[src/rnm_pkg.sv]
`default_nettype none
package rnm_pkg;
  // ----------------------------------------
  // port count and register indexes
  // ----------------------------------------
  localparam int NUM_PORTS = 4; // ports with their own copy of the map
  localparam int NUM_CFG = 9; // writable words per port
  localparam int REG_STAT = 9; // pseudo id of the queue statistic
  localparam int REG_GRANT = 3; // id of the grant-address word
  localparam int REG_OPTIONS = 8; // id of the options word
  localparam logic [13:0] IDX_QCOUNT = 14'h0837;
  // port 1 word indexes, in id order 0..8
  localparam logic [13:0] CFG_IDX [NUM_CFG] = '{
    14'h1F69, // network identifier
    14'h1F6A, // handshake delay
    14'h1F6B, // response timeout
    14'h1F6C, // grant address
    14'h1F6D, // retry count
    14'h1F7A, // pause time
    14'h1F7B, // messages per pause
    14'h1F7C, // grant interval
    14'h1F7E  // port options
  };
  localparam logic [13:0] PORT_STRIDE = 14'h0020; // words between port copies
  localparam logic [13:0] PAUSE_SKEW = 14'h0001; // pacing group shift on ports 3, 4
  localparam int SKEW_FIRST_PORT = 2; // zero-based port where the shift starts
  localparam int OPT_MASTER_OFF_BIT = 9;
  // ----------------------------------------
  // reset values when factory defaults load
  // ----------------------------------------
  localparam logic [15:0] CFG_DEF [NUM_CFG] = '{
    16'h0000, 16'h0032, 16'h07D0, 16'h0000, 16'h0003,
    16'h05DC, 16'h0004, 16'h0000, 16'h0000
  };
  // ----------------------------------------
  // timing
  // ----------------------------------------
  localparam int TICK_NS = 10_000_000; // one timer unit, 10 ms
  localparam int CLK_PERIOD_NS = 20;
  localparam int TICK_CYC = TICK_NS / CLK_PERIOD_NS;
  // ----------------------------------------
  // route values and grant modes
  // ----------------------------------------
  localparam logic [7:0] BC_ALL_EVEN = 8'hFE; // general broadcast
  localparam logic [7:0] BC_ALL_ODD = 8'hFD;
  localparam logic [7:0] BC_DECADE_LO = 8'hE9; // odd value of drops 00-09
  localparam logic [7:0] BC_DECADE_HI = 8'hFC; // even value of drops 90-99
  localparam logic [15:0] GRANT_SPAN = 16'h0064; // 100 values per mode
  localparam logic [15:0] GRANT_MAX = 16'h018F; // 399
  typedef enum logic [1:0] {GM_SINGLE, GM_AUTO, GM_CONT_SINGLE, GM_CONT_AUTO} rnm_gmode_t;
  localparam logic [1:0] RESP_OKAY = 2'h0;
  localparam logic [1:0] RESP_SLVERR = 2'h2;
endpackage
`default_nettype wire

[src/rnm_grant_engine.sv]
`timescale 1ns/100ps
`default_nettype none
module rnm_grant_engine
  import rnm_pkg::*;
(
  input wire logic aclk,
  input wire logic aresetn,
  input wire logic tick,
  input wire logic master_off,
  input wire logic grant_load,
  input wire logic [15:0] grant_addr,
  input wire logic [15:0] resp_timeout,
  input wire logic [15:0] retries,
  input wire logic [15:0] pause_time,
  input wire logic [15:0] msgs_per_pause,
  input wire logic [15:0] grant_interval,
  input wire logic msg_enq,
  input wire logic link_ack,
  input wire logic reply_done,
  output logic grant_req,
  output logic [6:0] grant_drop,
  output logic msg_send,
  output logic [15:0] queue_count,
  output logic busy
);
  // ----------------------------------------
  // state
  // ----------------------------------------
  typedef enum logic [2:0] {ST_IDLE, ST_GRANT_WAIT, ST_INTERVAL, ST_MSG_WAIT, ST_PAUSE} rnm_est_t;
  typedef struct packed {
    rnm_est_t st;
    rnm_gmode_t gmode;
    logic grant_on; // a grant sequence is live
    logic [6:0] start_drop; // drop written, for the restart
    logic [6:0] drop; // drop of the next grant
    logic [15:0] timer; // counts 10 ms ticks down
    logic [15:0] tries;
    logic [15:0] sent; // messages since last pause
    logic [15:0] qcnt;
    logic greq;
    logic [6:0] gdrop;
    logic msend;
  } rnm_eng_t;
  rnm_eng_t q, n;
  logic done; // current message finished or given up
  // ----------------------------------------
  // next state
  // ----------------------------------------
  always_comb
  begin
    n = q;
    done = 1'b0;
    n.greq = 1'b0;
    n.msend = 1'b0;
    if (tick && q.timer != 16'h0000)
      n.timer = q.timer - 16'h0001;
    case (q.st)
      ST_IDLE:
      begin
        // ordinary traffic goes ahead of the next grant
        if (q.qcnt != 16'h0000)
        begin
          n.msend = 1'b1;
          n.timer = resp_timeout;
          n.tries = 16'h0000;
          n.st = ST_MSG_WAIT;
        end
        else if (q.grant_on)
        begin
          n.greq = 1'b1;
          n.gdrop = q.drop;
          n.timer = resp_timeout;
          n.st = ST_GRANT_WAIT;
        end
      end
      ST_GRANT_WAIT:
      begin
        // a zero timeout still waits one tick
        if (reply_done || (tick && q.timer <= 16'h0001))
        begin
          n.timer = grant_interval;
          n.st = ST_INTERVAL;
          case (q.gmode)
            GM_SINGLE: n.grant_on = 1'b0;
            GM_AUTO:
            begin
              if (q.drop == 7'h00) n.grant_on = 1'b0;
              else n.drop = q.drop - 7'h01;
            end
            GM_CONT_AUTO:
            begin
              if (q.drop == 7'h00) n.drop = q.start_drop;
              else n.drop = q.drop - 7'h01;
            end
            default: n.drop = q.drop; // same drop again
          endcase
        end
      end
      ST_INTERVAL:
      begin
        // queued messages use the gap, then the sequence resumes
        if (q.qcnt != 16'h0000)
        begin
          n.msend = 1'b1;
          n.timer = resp_timeout;
          n.tries = 16'h0000;
          n.st = ST_MSG_WAIT;
        end
        else if (q.timer == 16'h0000)
          n.st = ST_IDLE;
      end
      ST_MSG_WAIT:
      begin
        if (link_ack)
          done = 1'b1;
        else if (tick && q.timer <= 16'h0001)
        begin
          if (q.tries < retries)
          begin
            n.tries = q.tries + 16'h0001;
            n.msend = 1'b1;
            n.timer = resp_timeout;
          end
          else
            done = 1'b1;
        end
        if (done)
        begin
          n.sent = q.sent + 16'h0001;
          n.st = ST_IDLE;
          // pace traffic: a burst of messages, then a pause
          if (msgs_per_pause != 16'h0000 && n.sent >= msgs_per_pause && pause_time != 16'h0000)
          begin
            n.sent = 16'h0000;
            n.timer = pause_time;
            n.st = ST_PAUSE;
          end
        end
      end
      ST_PAUSE:
      begin
        if (q.timer == 16'h0000)
          n.st = ST_IDLE;
      end
      default: n.st = ST_IDLE;
    endcase
    // enqueue and completion in one cycle cancel out below a count of 16'hFFFF
    n.qcnt = q.qcnt + {15'h0000, msg_enq && q.qcnt != 16'hFFFF} - {15'h0000, done};
    if (grant_load && grant_addr <= GRANT_MAX)
    begin
      n.grant_on = 1'b1;
      n.gmode = rnm_gmode_t'(2'(grant_addr / GRANT_SPAN));
      n.start_drop = 7'(grant_addr % GRANT_SPAN);
      n.drop = 7'(grant_addr % GRANT_SPAN);
    end
    // a disabled master stays silent on the network
    if (master_off)
    begin
      n.st = ST_IDLE;
      n.greq = 1'b0;
      n.msend = 1'b0;
    end
  end
  // ----------------------------------------
  // registers
  // ----------------------------------------
  always_ff @(posedge aclk)
  begin
    if (!aresetn) q <= '0;
    else q <= n;
  end
  assign grant_req = q.greq;
  assign grant_drop = q.gdrop;
  assign msg_send = q.msend;
  assign queue_count = q.qcnt;
  assign busy = (q.st != ST_IDLE) || q.grant_on;
endmodule // rnm_grant_engine
`default_nettype wire

[src/rnm_master_cfg.sv]
// How it works
// - even and odd broadcast values apply alike; only a final 254 forwards
// - partial broadcast selects one drop decade
// - 254 or 253 reaches every drop
// - configuration survives reset unless defaults load
// - options bit 9 disables the master
// - grant address encodes drop and mode
// - response timeout bounds each grant wait
// - resend unacknowledged messages up to retries
// - pause time held in 10 ms units
// - messages sent between pauses is held
// - grant interval spaces automatic grants
// - queued message count is read only
// - automatic mode descends to drop zero
// - continuous automatic restarts from start drop
// - queued messages go out during interval
//
// Local design decision: the AXI4-Lite slave port.
`timescale 1ns/100ps
`default_nettype none
module rnm_master_cfg
  import rnm_pkg::*;
#(
  parameter int PORTS = NUM_PORTS,
  parameter int TICK_CYCLES = TICK_CYC
)
(
  input wire logic aclk,
  input wire logic aresetn,
  // reset option: load factory defaults instead of keeping values
  input wire logic factory_load,
  // axi4-lite slave
  input wire logic [15:0] s_axi_awaddr,
  input wire logic s_axi_awvalid,
  output logic s_axi_awready,
  input wire logic [31:0] s_axi_wdata,
  input wire logic [3:0] s_axi_wstrb,
  input wire logic s_axi_wvalid,
  output logic s_axi_wready,
  output logic [1:0] s_axi_bresp,
  output logic s_axi_bvalid,
  input wire logic s_axi_bready,
  input wire logic [15:0] s_axi_araddr,
  input wire logic s_axi_arvalid,
  output logic s_axi_arready,
  output logic [31:0] s_axi_rdata,
  output logic [1:0] s_axi_rresp,
  output logic s_axi_rvalid,
  input wire logic s_axi_rready,
  // slave side route decode
  input wire logic [7:0] route_value,
  input wire logic route_valid,
  input wire logic route_last,
  input wire logic [6:0] own_drop,
  output logic bcast_apply,
  output logic bcast_forward,
  // master side, one lane per port
  input wire logic [PORTS-1:0] msg_enq,
  input wire logic [PORTS-1:0] link_ack,
  input wire logic [PORTS-1:0] reply_done,
  output logic [PORTS-1:0] grant_req,
  output logic [PORTS*7-1:0] grant_drop,
  output logic [PORTS-1:0] msg_send,
  output logic [PORTS-1:0] master_busy
);
  // ----------------------------------------
  // parameter checks
  // ----------------------------------------
  // the port field of the decoder is two bits wide
  if (PORTS < 1 || PORTS > 4)
  begin : g_bad_ports
    $error("PORTS must be 1 to 4");
  end
  if (TICK_CYCLES < 1)
  begin : g_bad_tick
    $error("TICK_CYCLES must be at least 1");
  end
  localparam int TW = (TICK_CYCLES > 1) ? $clog2(TICK_CYCLES) : 1;
  // ----------------------------------------
  // state
  // ----------------------------------------
  typedef struct packed {
    logic [PORTS-1:0][NUM_CFG-1:0][15:0] cfg; // per port settings
    logic aw_ok; // write address held
    logic [13:0] aw_idx;
    logic w_ok; // write data held
    logic [15:0] wdata;
    logic [1:0] wstrb;
    logic bvalid;
    logic [1:0] bresp;
    logic rvalid;
    logic [15:0] rdata;
    logic [1:0] rresp;
    logic [PORTS-1:0] gload; // grant word was just written
    logic [TW-1:0] tick_cnt;
    logic tick;
    logic bc_apply;
    logic bc_fwd;
  } rnm_cfg_t;
  rnm_cfg_t q, n, rst_val;
  logic [PORTS-1:0][15:0] qcount; // from the engines
  logic [7:0] wr_dec; // decode of the held write index
  logic [7:0] rd_dec; // decode of the read address
  logic [1:0] bc_res;
  // ----------------------------------------
  // helpers
  // ----------------------------------------
  // index to {hit, read only, port[1:0], id[3:0]}
  function automatic logic [7:0] rnm_decode(input logic [13:0] idx);
    logic [7:0] r;
    logic [13:0] b;
    r = 8'h00;
    for (int p = 0; p < PORTS; p++)
    begin
      b = 14'(p * int'(PORT_STRIDE));
      if (idx == IDX_QCOUNT + b)
        r = {1'b1, 1'b1, 2'(p), 4'(REG_STAT)};
      for (int k = 0; k < NUM_CFG; k++)
      begin
        // the pacing group sits one word higher on the last two ports
        if (idx == CFG_IDX[k] + b + ((p >= SKEW_FIRST_PORT && k >= 5 && k <= 7) ? PAUSE_SKEW : 14'h0000))
          r = {1'b1, 1'b0, 2'(p), 4'(k)};
      end
    end
    return r;
  endfunction
  // route value to {apply here, forward to all ports}
  function automatic logic [1:0] rnm_bcast(input logic [7:0] v, input logic [6:0] drop, input logic last);
    logic hit;
    logic [7:0] dec;
    hit = 1'b0;
    dec = 8'(v - BC_DECADE_LO) >> 1; // pairs share one decade
    if (v == BC_ALL_EVEN || v == BC_ALL_ODD)
      hit = 1'b1;
    else if (v >= BC_DECADE_LO && v <= BC_DECADE_HI)
      hit = (8'(drop / 7'd10) == dec);
    return {hit, last && v == BC_ALL_EVEN};
  endfunction
  // ----------------------------------------
  // reset value
  // ----------------------------------------
  // settings are kept across reset; only factory_load restores them
  always_comb
  begin
    rst_val = '0;
    rst_val.cfg = q.cfg;
    if (factory_load)
    begin
      for (int p = 0; p < PORTS; p++)
        for (int k = 0; k < NUM_CFG; k++)
          rst_val.cfg[p][k] = CFG_DEF[k];
    end
  end
  // ----------------------------------------
  // next state
  // ----------------------------------------
  always_comb
  begin
    n = q;
    n.gload = '0;
    n.bc_apply = 1'b0;
    n.bc_fwd = 1'b0;
    wr_dec = rnm_decode(q.aw_idx);
    rd_dec = rnm_decode(s_axi_araddr[15:2]);
    bc_res = rnm_bcast(route_value, own_drop, route_last);
    // 10 ms time base shared by every port
    n.tick = 1'b0;
    if (q.tick_cnt == TW'(TICK_CYCLES - 1))
    begin
      n.tick_cnt = '0;
      n.tick = 1'b1;
    end
    else
      n.tick_cnt = q.tick_cnt + TW'(1);
    // address and data may come in either order
    if (s_axi_awvalid && !q.aw_ok)
    begin
      n.aw_ok = 1'b1;
      n.aw_idx = s_axi_awaddr[15:2];
    end
    if (s_axi_wvalid && !q.w_ok)
    begin
      n.w_ok = 1'b1;
      n.wdata = s_axi_wdata[15:0];
      n.wstrb = s_axi_wstrb[1:0];
    end
    // perform the write once both halves are held
    if (q.aw_ok && q.w_ok && !q.bvalid)
    begin
      n.aw_ok = 1'b0;
      n.w_ok = 1'b0;
      n.bvalid = 1'b1;
      n.bresp = RESP_OKAY;
      if (!wr_dec[7])
        n.bresp = RESP_SLVERR; // unmapped word
      else if (wr_dec[6])
        n.bresp = RESP_SLVERR;
      else
      begin
        if (q.wstrb[0])
          n.cfg[wr_dec[5:4]][wr_dec[3:0]][7:0] = q.wdata[7:0];
        if (q.wstrb[1])
          n.cfg[wr_dec[5:4]][wr_dec[3:0]][15:8] = q.wdata[15:8];
        // arm the grant sequencer with the new word
        if (wr_dec[3:0] == 4'(REG_GRANT))
          n.gload[wr_dec[5:4]] = 1'b1;
      end
    end
    if (q.bvalid && s_axi_bready)
      n.bvalid = 1'b0;
    // read path answers one cycle after the address is taken
    if (s_axi_arvalid && !q.rvalid)
    begin
      n.rvalid = 1'b1;
      n.rdata = 16'h0000;
      n.rresp = RESP_OKAY;
      if (!rd_dec[7])
        n.rresp = RESP_SLVERR;
      else if (rd_dec[6])
        n.rdata = qcount[rd_dec[5:4]];
      else
        n.rdata = q.cfg[rd_dec[5:4]][rd_dec[3:0]];
    end
    else if (q.rvalid && s_axi_rready)
      n.rvalid = 1'b0;
    // broadcast decode is registered into one-cycle apply and forward pulses
    if (route_valid)
    begin
      n.bc_apply = bc_res[1];
      n.bc_fwd = bc_res[0];
    end
  end
  // ----------------------------------------
  // registers
  // ----------------------------------------
  always_ff @(posedge aclk)
  begin
    if (!aresetn) q <= rst_val;
    else q <= n;
  end
  // ----------------------------------------
  // bus outputs
  // ----------------------------------------
  assign s_axi_awready = !q.aw_ok;
  assign s_axi_wready = !q.w_ok;
  assign s_axi_bvalid = q.bvalid;
  assign s_axi_bresp = q.bresp;
  assign s_axi_arready = !q.rvalid;
  assign s_axi_rvalid = q.rvalid;
  assign s_axi_rdata = {16'h0000, q.rdata};
  assign s_axi_rresp = q.rresp;
  assign bcast_apply = q.bc_apply;
  assign bcast_forward = q.bc_fwd;
  // ----------------------------------------
  // one grant engine per port
  // ----------------------------------------
  for (genvar p = 0; p < PORTS; p++)
  begin : g_port
    rnm_grant_engine u_eng (
      .aclk(aclk),
      .aresetn(aresetn),
      .tick(q.tick),
      .master_off(q.cfg[p][REG_OPTIONS][OPT_MASTER_OFF_BIT]),
      .grant_load(q.gload[p]),
      .grant_addr(q.cfg[p][REG_GRANT]),
      .resp_timeout(q.cfg[p][2]),
      .retries(q.cfg[p][4]),
      .pause_time(q.cfg[p][5]),
      .msgs_per_pause(q.cfg[p][6]),
      .grant_interval(q.cfg[p][7]),
      .msg_enq(msg_enq[p]),
      .link_ack(link_ack[p]),
      .reply_done(reply_done[p]),
      .grant_req(grant_req[p]),
      .grant_drop(grant_drop[p*7 +: 7]),
      .msg_send(msg_send[p]),
      .queue_count(qcount[p]),
      .busy(master_busy[p])
    );
  end
endmodule // rnm_master_cfg
`default_nettype wire

[config.mk]
export PLATFORM = sky130hd
export DESIGN_NAME = rnm_master_cfg
export DESIGN_NICKNAME = d
export VERILOG_FILES = /design/src/rnm_pkg.sv /design/src/rnm_grant_engine.sv /design/src/rnm_master_cfg.sv
export SDC_FILE = /design/constraint.sdc
export NUM_CORES = 2
export LEC_CHECK = 0
export BUFFER_PORTS_ARGS = -buffer_cell sky130_fd_sc_hd__buf_2
export CAP_MARGIN = 5
export CORE_MARGIN = 3
export CORE_UTILIZATION = 40
export DETAILED_ROUTE_END_ITERATION = 8
export PLACE_DENSITY = 0.56
export SLEW_MARGIN = 10
export SYNTH_ARGS = -nofsm -noshare
export SYNTH_HDL_FRONTEND = slang
export SYNTH_SLANG_ARGS = --single-unit
[constraint.sdc]
create_clock -name aclk -period 77.2 [get_ports aclk]
set_input_delay 15.44 -clock aclk [delete_from_list [all_inputs] [get_ports aclk]]
set_output_delay 15.44 -clock aclk [all_outputs]
set_load 0.02 [all_outputs]
==> reports/results.ini <==
[setup_path]
critical_path.max_fanout = 60
category_of_the_most_critical_setup_path = in -> reg
cp.arrival_ps = 21640
critical_path_endpoint_category = register
reg2reg_from = q[577]$_SDFFCE_PN0P_
crit_path_buf_inv_count = 2
timing.critical_path.cells = buf_2 -> nand2b_1 -> nor2_1 -> nand3_1 -> nor4_1 -> nand2_1 -> o21ai_0 -> and2_1 -> nor2b_1 -> nand2_4 -> buf_4 -> a221oi_1 -> o311ai_0 -> o311ai_0 -> o21ai_0 -> a21oi_1 -> a21oi_1 -> a21oi_1 -> nor2_1
critical_path.slowest_cell = o311ai_0
crit_path_frequent_cell = a21oi_1
cp_slowest_stage_delay_ps = 1040
critPathLaunchType = primary input
cp_top_family = compound AO/OA/AOI/OAI gates
crit_path_start = s_axi_araddr[15]
worst-endpoint-required_ps = 77890

[yosys]
synth_most_common_cell = nor2_1
async_reset_ff_share_pct = 0
post_synth.cell_area_avg_um2 = 8.60
syn-instance-count = 8236
synth.lib_cells_used.distinct = 116
post_synth_main_area_contributors = edfxtp_1 (24%), dfxtp_1 (13%), mux2i_1 (7.8%)
synthDominantAreaCellType = edfxtp_1
number_of_enable_flip_flop_cells_after_synthesis = 576
yosys.area.top_type_share_pct = 24.4
yosys_most_used_dff = edfxtp_1
synthesis.yosys.warnings = 0
synth-seq-area-share_pct = 37.2
syn-cell-area_mm2 = 0.0709
synth_commonest_cells = nor2_1 (1080), nand2_1 (683), a21oi_1 (622)
yosys_register_bits = 1028

[placed_design]
place.port_buffers = 147
dp_worst_setup_slack_ps = 55880
routabilityCongestion = 0.894
dp_hpwl_um = 165000

[clocking]
tritoncts = built
post_cts_resized = 0
cts_buffers = 119
cts.reportedPaths.clkPinSlew_ps = 60
clock_tree.buffer_depth = 3
clk_root_buffer_cell = clkbuf_16
cts_setup_buffers = 0
cts_sinks = 1028
insertion_delay_ps = 780
hold_fix_buffer_count_after_cts = 0
number_of_levels_the_h_tree_was_split_into = 3

[pwr]
p_per_area_mw_per_mm2 = 22.0
vdd.ir_drop.worst_v = 0.0000211
cellLeakagePower_uw = 0.0298
p_total_uw = 1690

[timing]
final.hold.worst_slack_ps = 453
post-route-period-util_pct = 27.1
setup_viol = 0
layout_min_cycle_time_ps = 20950
final_critical_path_setup_slack_ps = 56250
unrepaired_setup_endpoints_after_global_routing = false
timing_max_transition_violations_final = 0
max_freq_mhz = 47.7
worst_slew_pin_slew_ps = 1380
slew_headroom_pct = 6.53
hold_viol = 0
fin_tns_setup_ps = 0
finClkSkew_ps = 36.6

[finish]
final_net_count = 8365
flow.area_growth_from_synthesis_pct = 8.46
fill_cells = 17200
layout.core_utilization_pct = 43.9
drive_above_1_share_pct = 7.70

[detailed_routing]
drtIter0Drc = 7386
drcViolationCount = 0
wl_um = 243000
antenna_left = 0
dr.pass1.iters = 6
drt-vias-per-instance = 6.14
drt-wirelength-per-cell_um = 23.3
route.vias.total = 63900

[grt]
vias_in_the_first_global_route = 58500
grt-ovfl-total = 0
grt_max_degree = 199
track_usage_pct = 25.5
initial_antenna_violation_count = 9
global_route_wire_length_before_repair_um = 366000

[floorplan]
initial_utilization_pct = 40.5
fp.dieArea_mm2 = 0.182
row_count = 153
placeableCoreArea_mm2 = 0.175
die-height_um = 427
io-pin-count = 188
die_width_um = 427

[run]
timing.max_cap.violations = 0

[hold_path]
timing.hold.worst.class = reg -> reg
holdCritStartpoint = g_port[2].u_eng.q[80]$_SDFFE_PN0P_

[outcome]
outcome = finished clean

registers in the layout, indices dropped and copies added, names as in the netlist, 4 cells and up:
name,flops
g_port.u_eng.grant_drop,28
g_port.u_eng.grant_req,4
g_port.u_eng.msg_send,4
g_port.u_eng.q,272
g_port.u_eng.queue_count,64
q,634
s_axi_rdata,16
placed cells by master (no fill, tap or decap), types with 40 or more instances in the layout:
cell | netlist | routed
o311ai_0 | 48 | 46
clkbuf_16 | 0 | 121
mux2i_1 | 555 | 555
o22ai_1 | 49 | 48
a22oi_1 | 68 | 68
a211oi_1 | 87 | 87
nor4_1 | 97 | 95
nand4_1 | 58 | 58
a221oi_1 | 277 | 277
edfxtp_1 | 576 | 576
o21a_1 | 40 | 40
inv_1 | 314 | 314
o21bai_1 | 45 | 45
nand3b_1 | 56 | 56
ha_1 | 274 | 274
buf_4 | 76 | 109
or3_1 | 50 | 49
o21ai_0 | 366 | 365
a21oi_1 | 622 | 622
nor3_1 | 173 | 168
buf_2 | 15 | 146
nand2b_1 | 72 | 72
a31oi_1 | 46 | 45
o211ai_1 | 84 | 84
mux2_2 | 40 | 40
nand3_1 | 221 | 221
nand2_1 | 683 | 680
nor2b_1 | 59 | 59
and3_1 | 93 | 92
xnor2_1 | 169 | 169
and2_1 | 53 | 53
a222oi_1 | 41 | 41
a21o_1 | 123 | 123
nor2_1 | 1080 | 1077
dfxtp_1 | 452 | 436
xor2_1 | 126 | 126
final timing paths:
check / endpoint / slack (ps) / cells past startpoint
setup / recovery: s_axi_rdata[7]$_SDFFE_PN0P_ / 56250 / 19
hold / removal: g_port[2].u_eng.q[80]$_SDFFE_PN0P_ / 450 / 2
setup reg to reg: g_port[3].u_eng.q[86]$_SDFFE_PN0P_ / 68050 / 23
hold reg to reg: g_port[2].u_eng.q[80]$_SDFFE_PN0P_ / 450 / 2
cell type report:
cell class	instances	area (um^2)	area share (%)
Clock buffer	179	3450	4.49
Clock inverter	46	430	0.560
Multi-Input combinational cell	6253	40800	53.1
Tap cell	2325	2910	3.79
Inverter	318	1200	1.56
Sequential cell	1028	26400	34.3
Antenna cell	4	10.0	0.0130
Timing Repair Buffer	262	1680	2.19
report_power, final:
part | total, uW | leakage [uW] | internal (uW) | switching, uW
clock network | 572 | 0.00191 | 323 | 250
registers | 647 | 0.00926 | 609 | 38.1
logic | 472 | 0.0186 | 189 | 284
total | 1690 | 0.0298 | 1120 | 572
routing by layer:
metal / GRT usage [%] / share of wire, % / vias to the layer above
li1: - / - / 29800
met1: 36.2 / 44 / 31100
met2: 39.5 / 44 / 2671
met3: 4.14 / 8.1 / 367
met4: 8.10 / 3.4 / 4
met5: 0 / 0.011 / -
logic make-up after synthesis:
group	share of synthesized area, %
DFF	37.2
buffers and inverters	5.59
AOI/OAI and AO/OA	21.4
xor gates and xnor gates	3.69
adders and majority gates	5.17
other	0.00529
and+or+nand+nor	18.4
muxes	8.51
worst reg2reg max path: cells and delay by family, from the launching register on:
kind | cells | cell delay (ps)
simple gates | 6 | 2110
flops | 1 | 940
compound gates | 14 | 5060
xor+xnor | 1 | 460
mux | 2 | 570
metrics by stage:
stage	area, um^2	instances
after floorplan	70900	8253
after global placement	73000	10200
after detailed placement	73000	10200
after CTS	76800	10400
after global routing	76800	10400
final	76900	10400
Power figures use the tool's default switching activity.
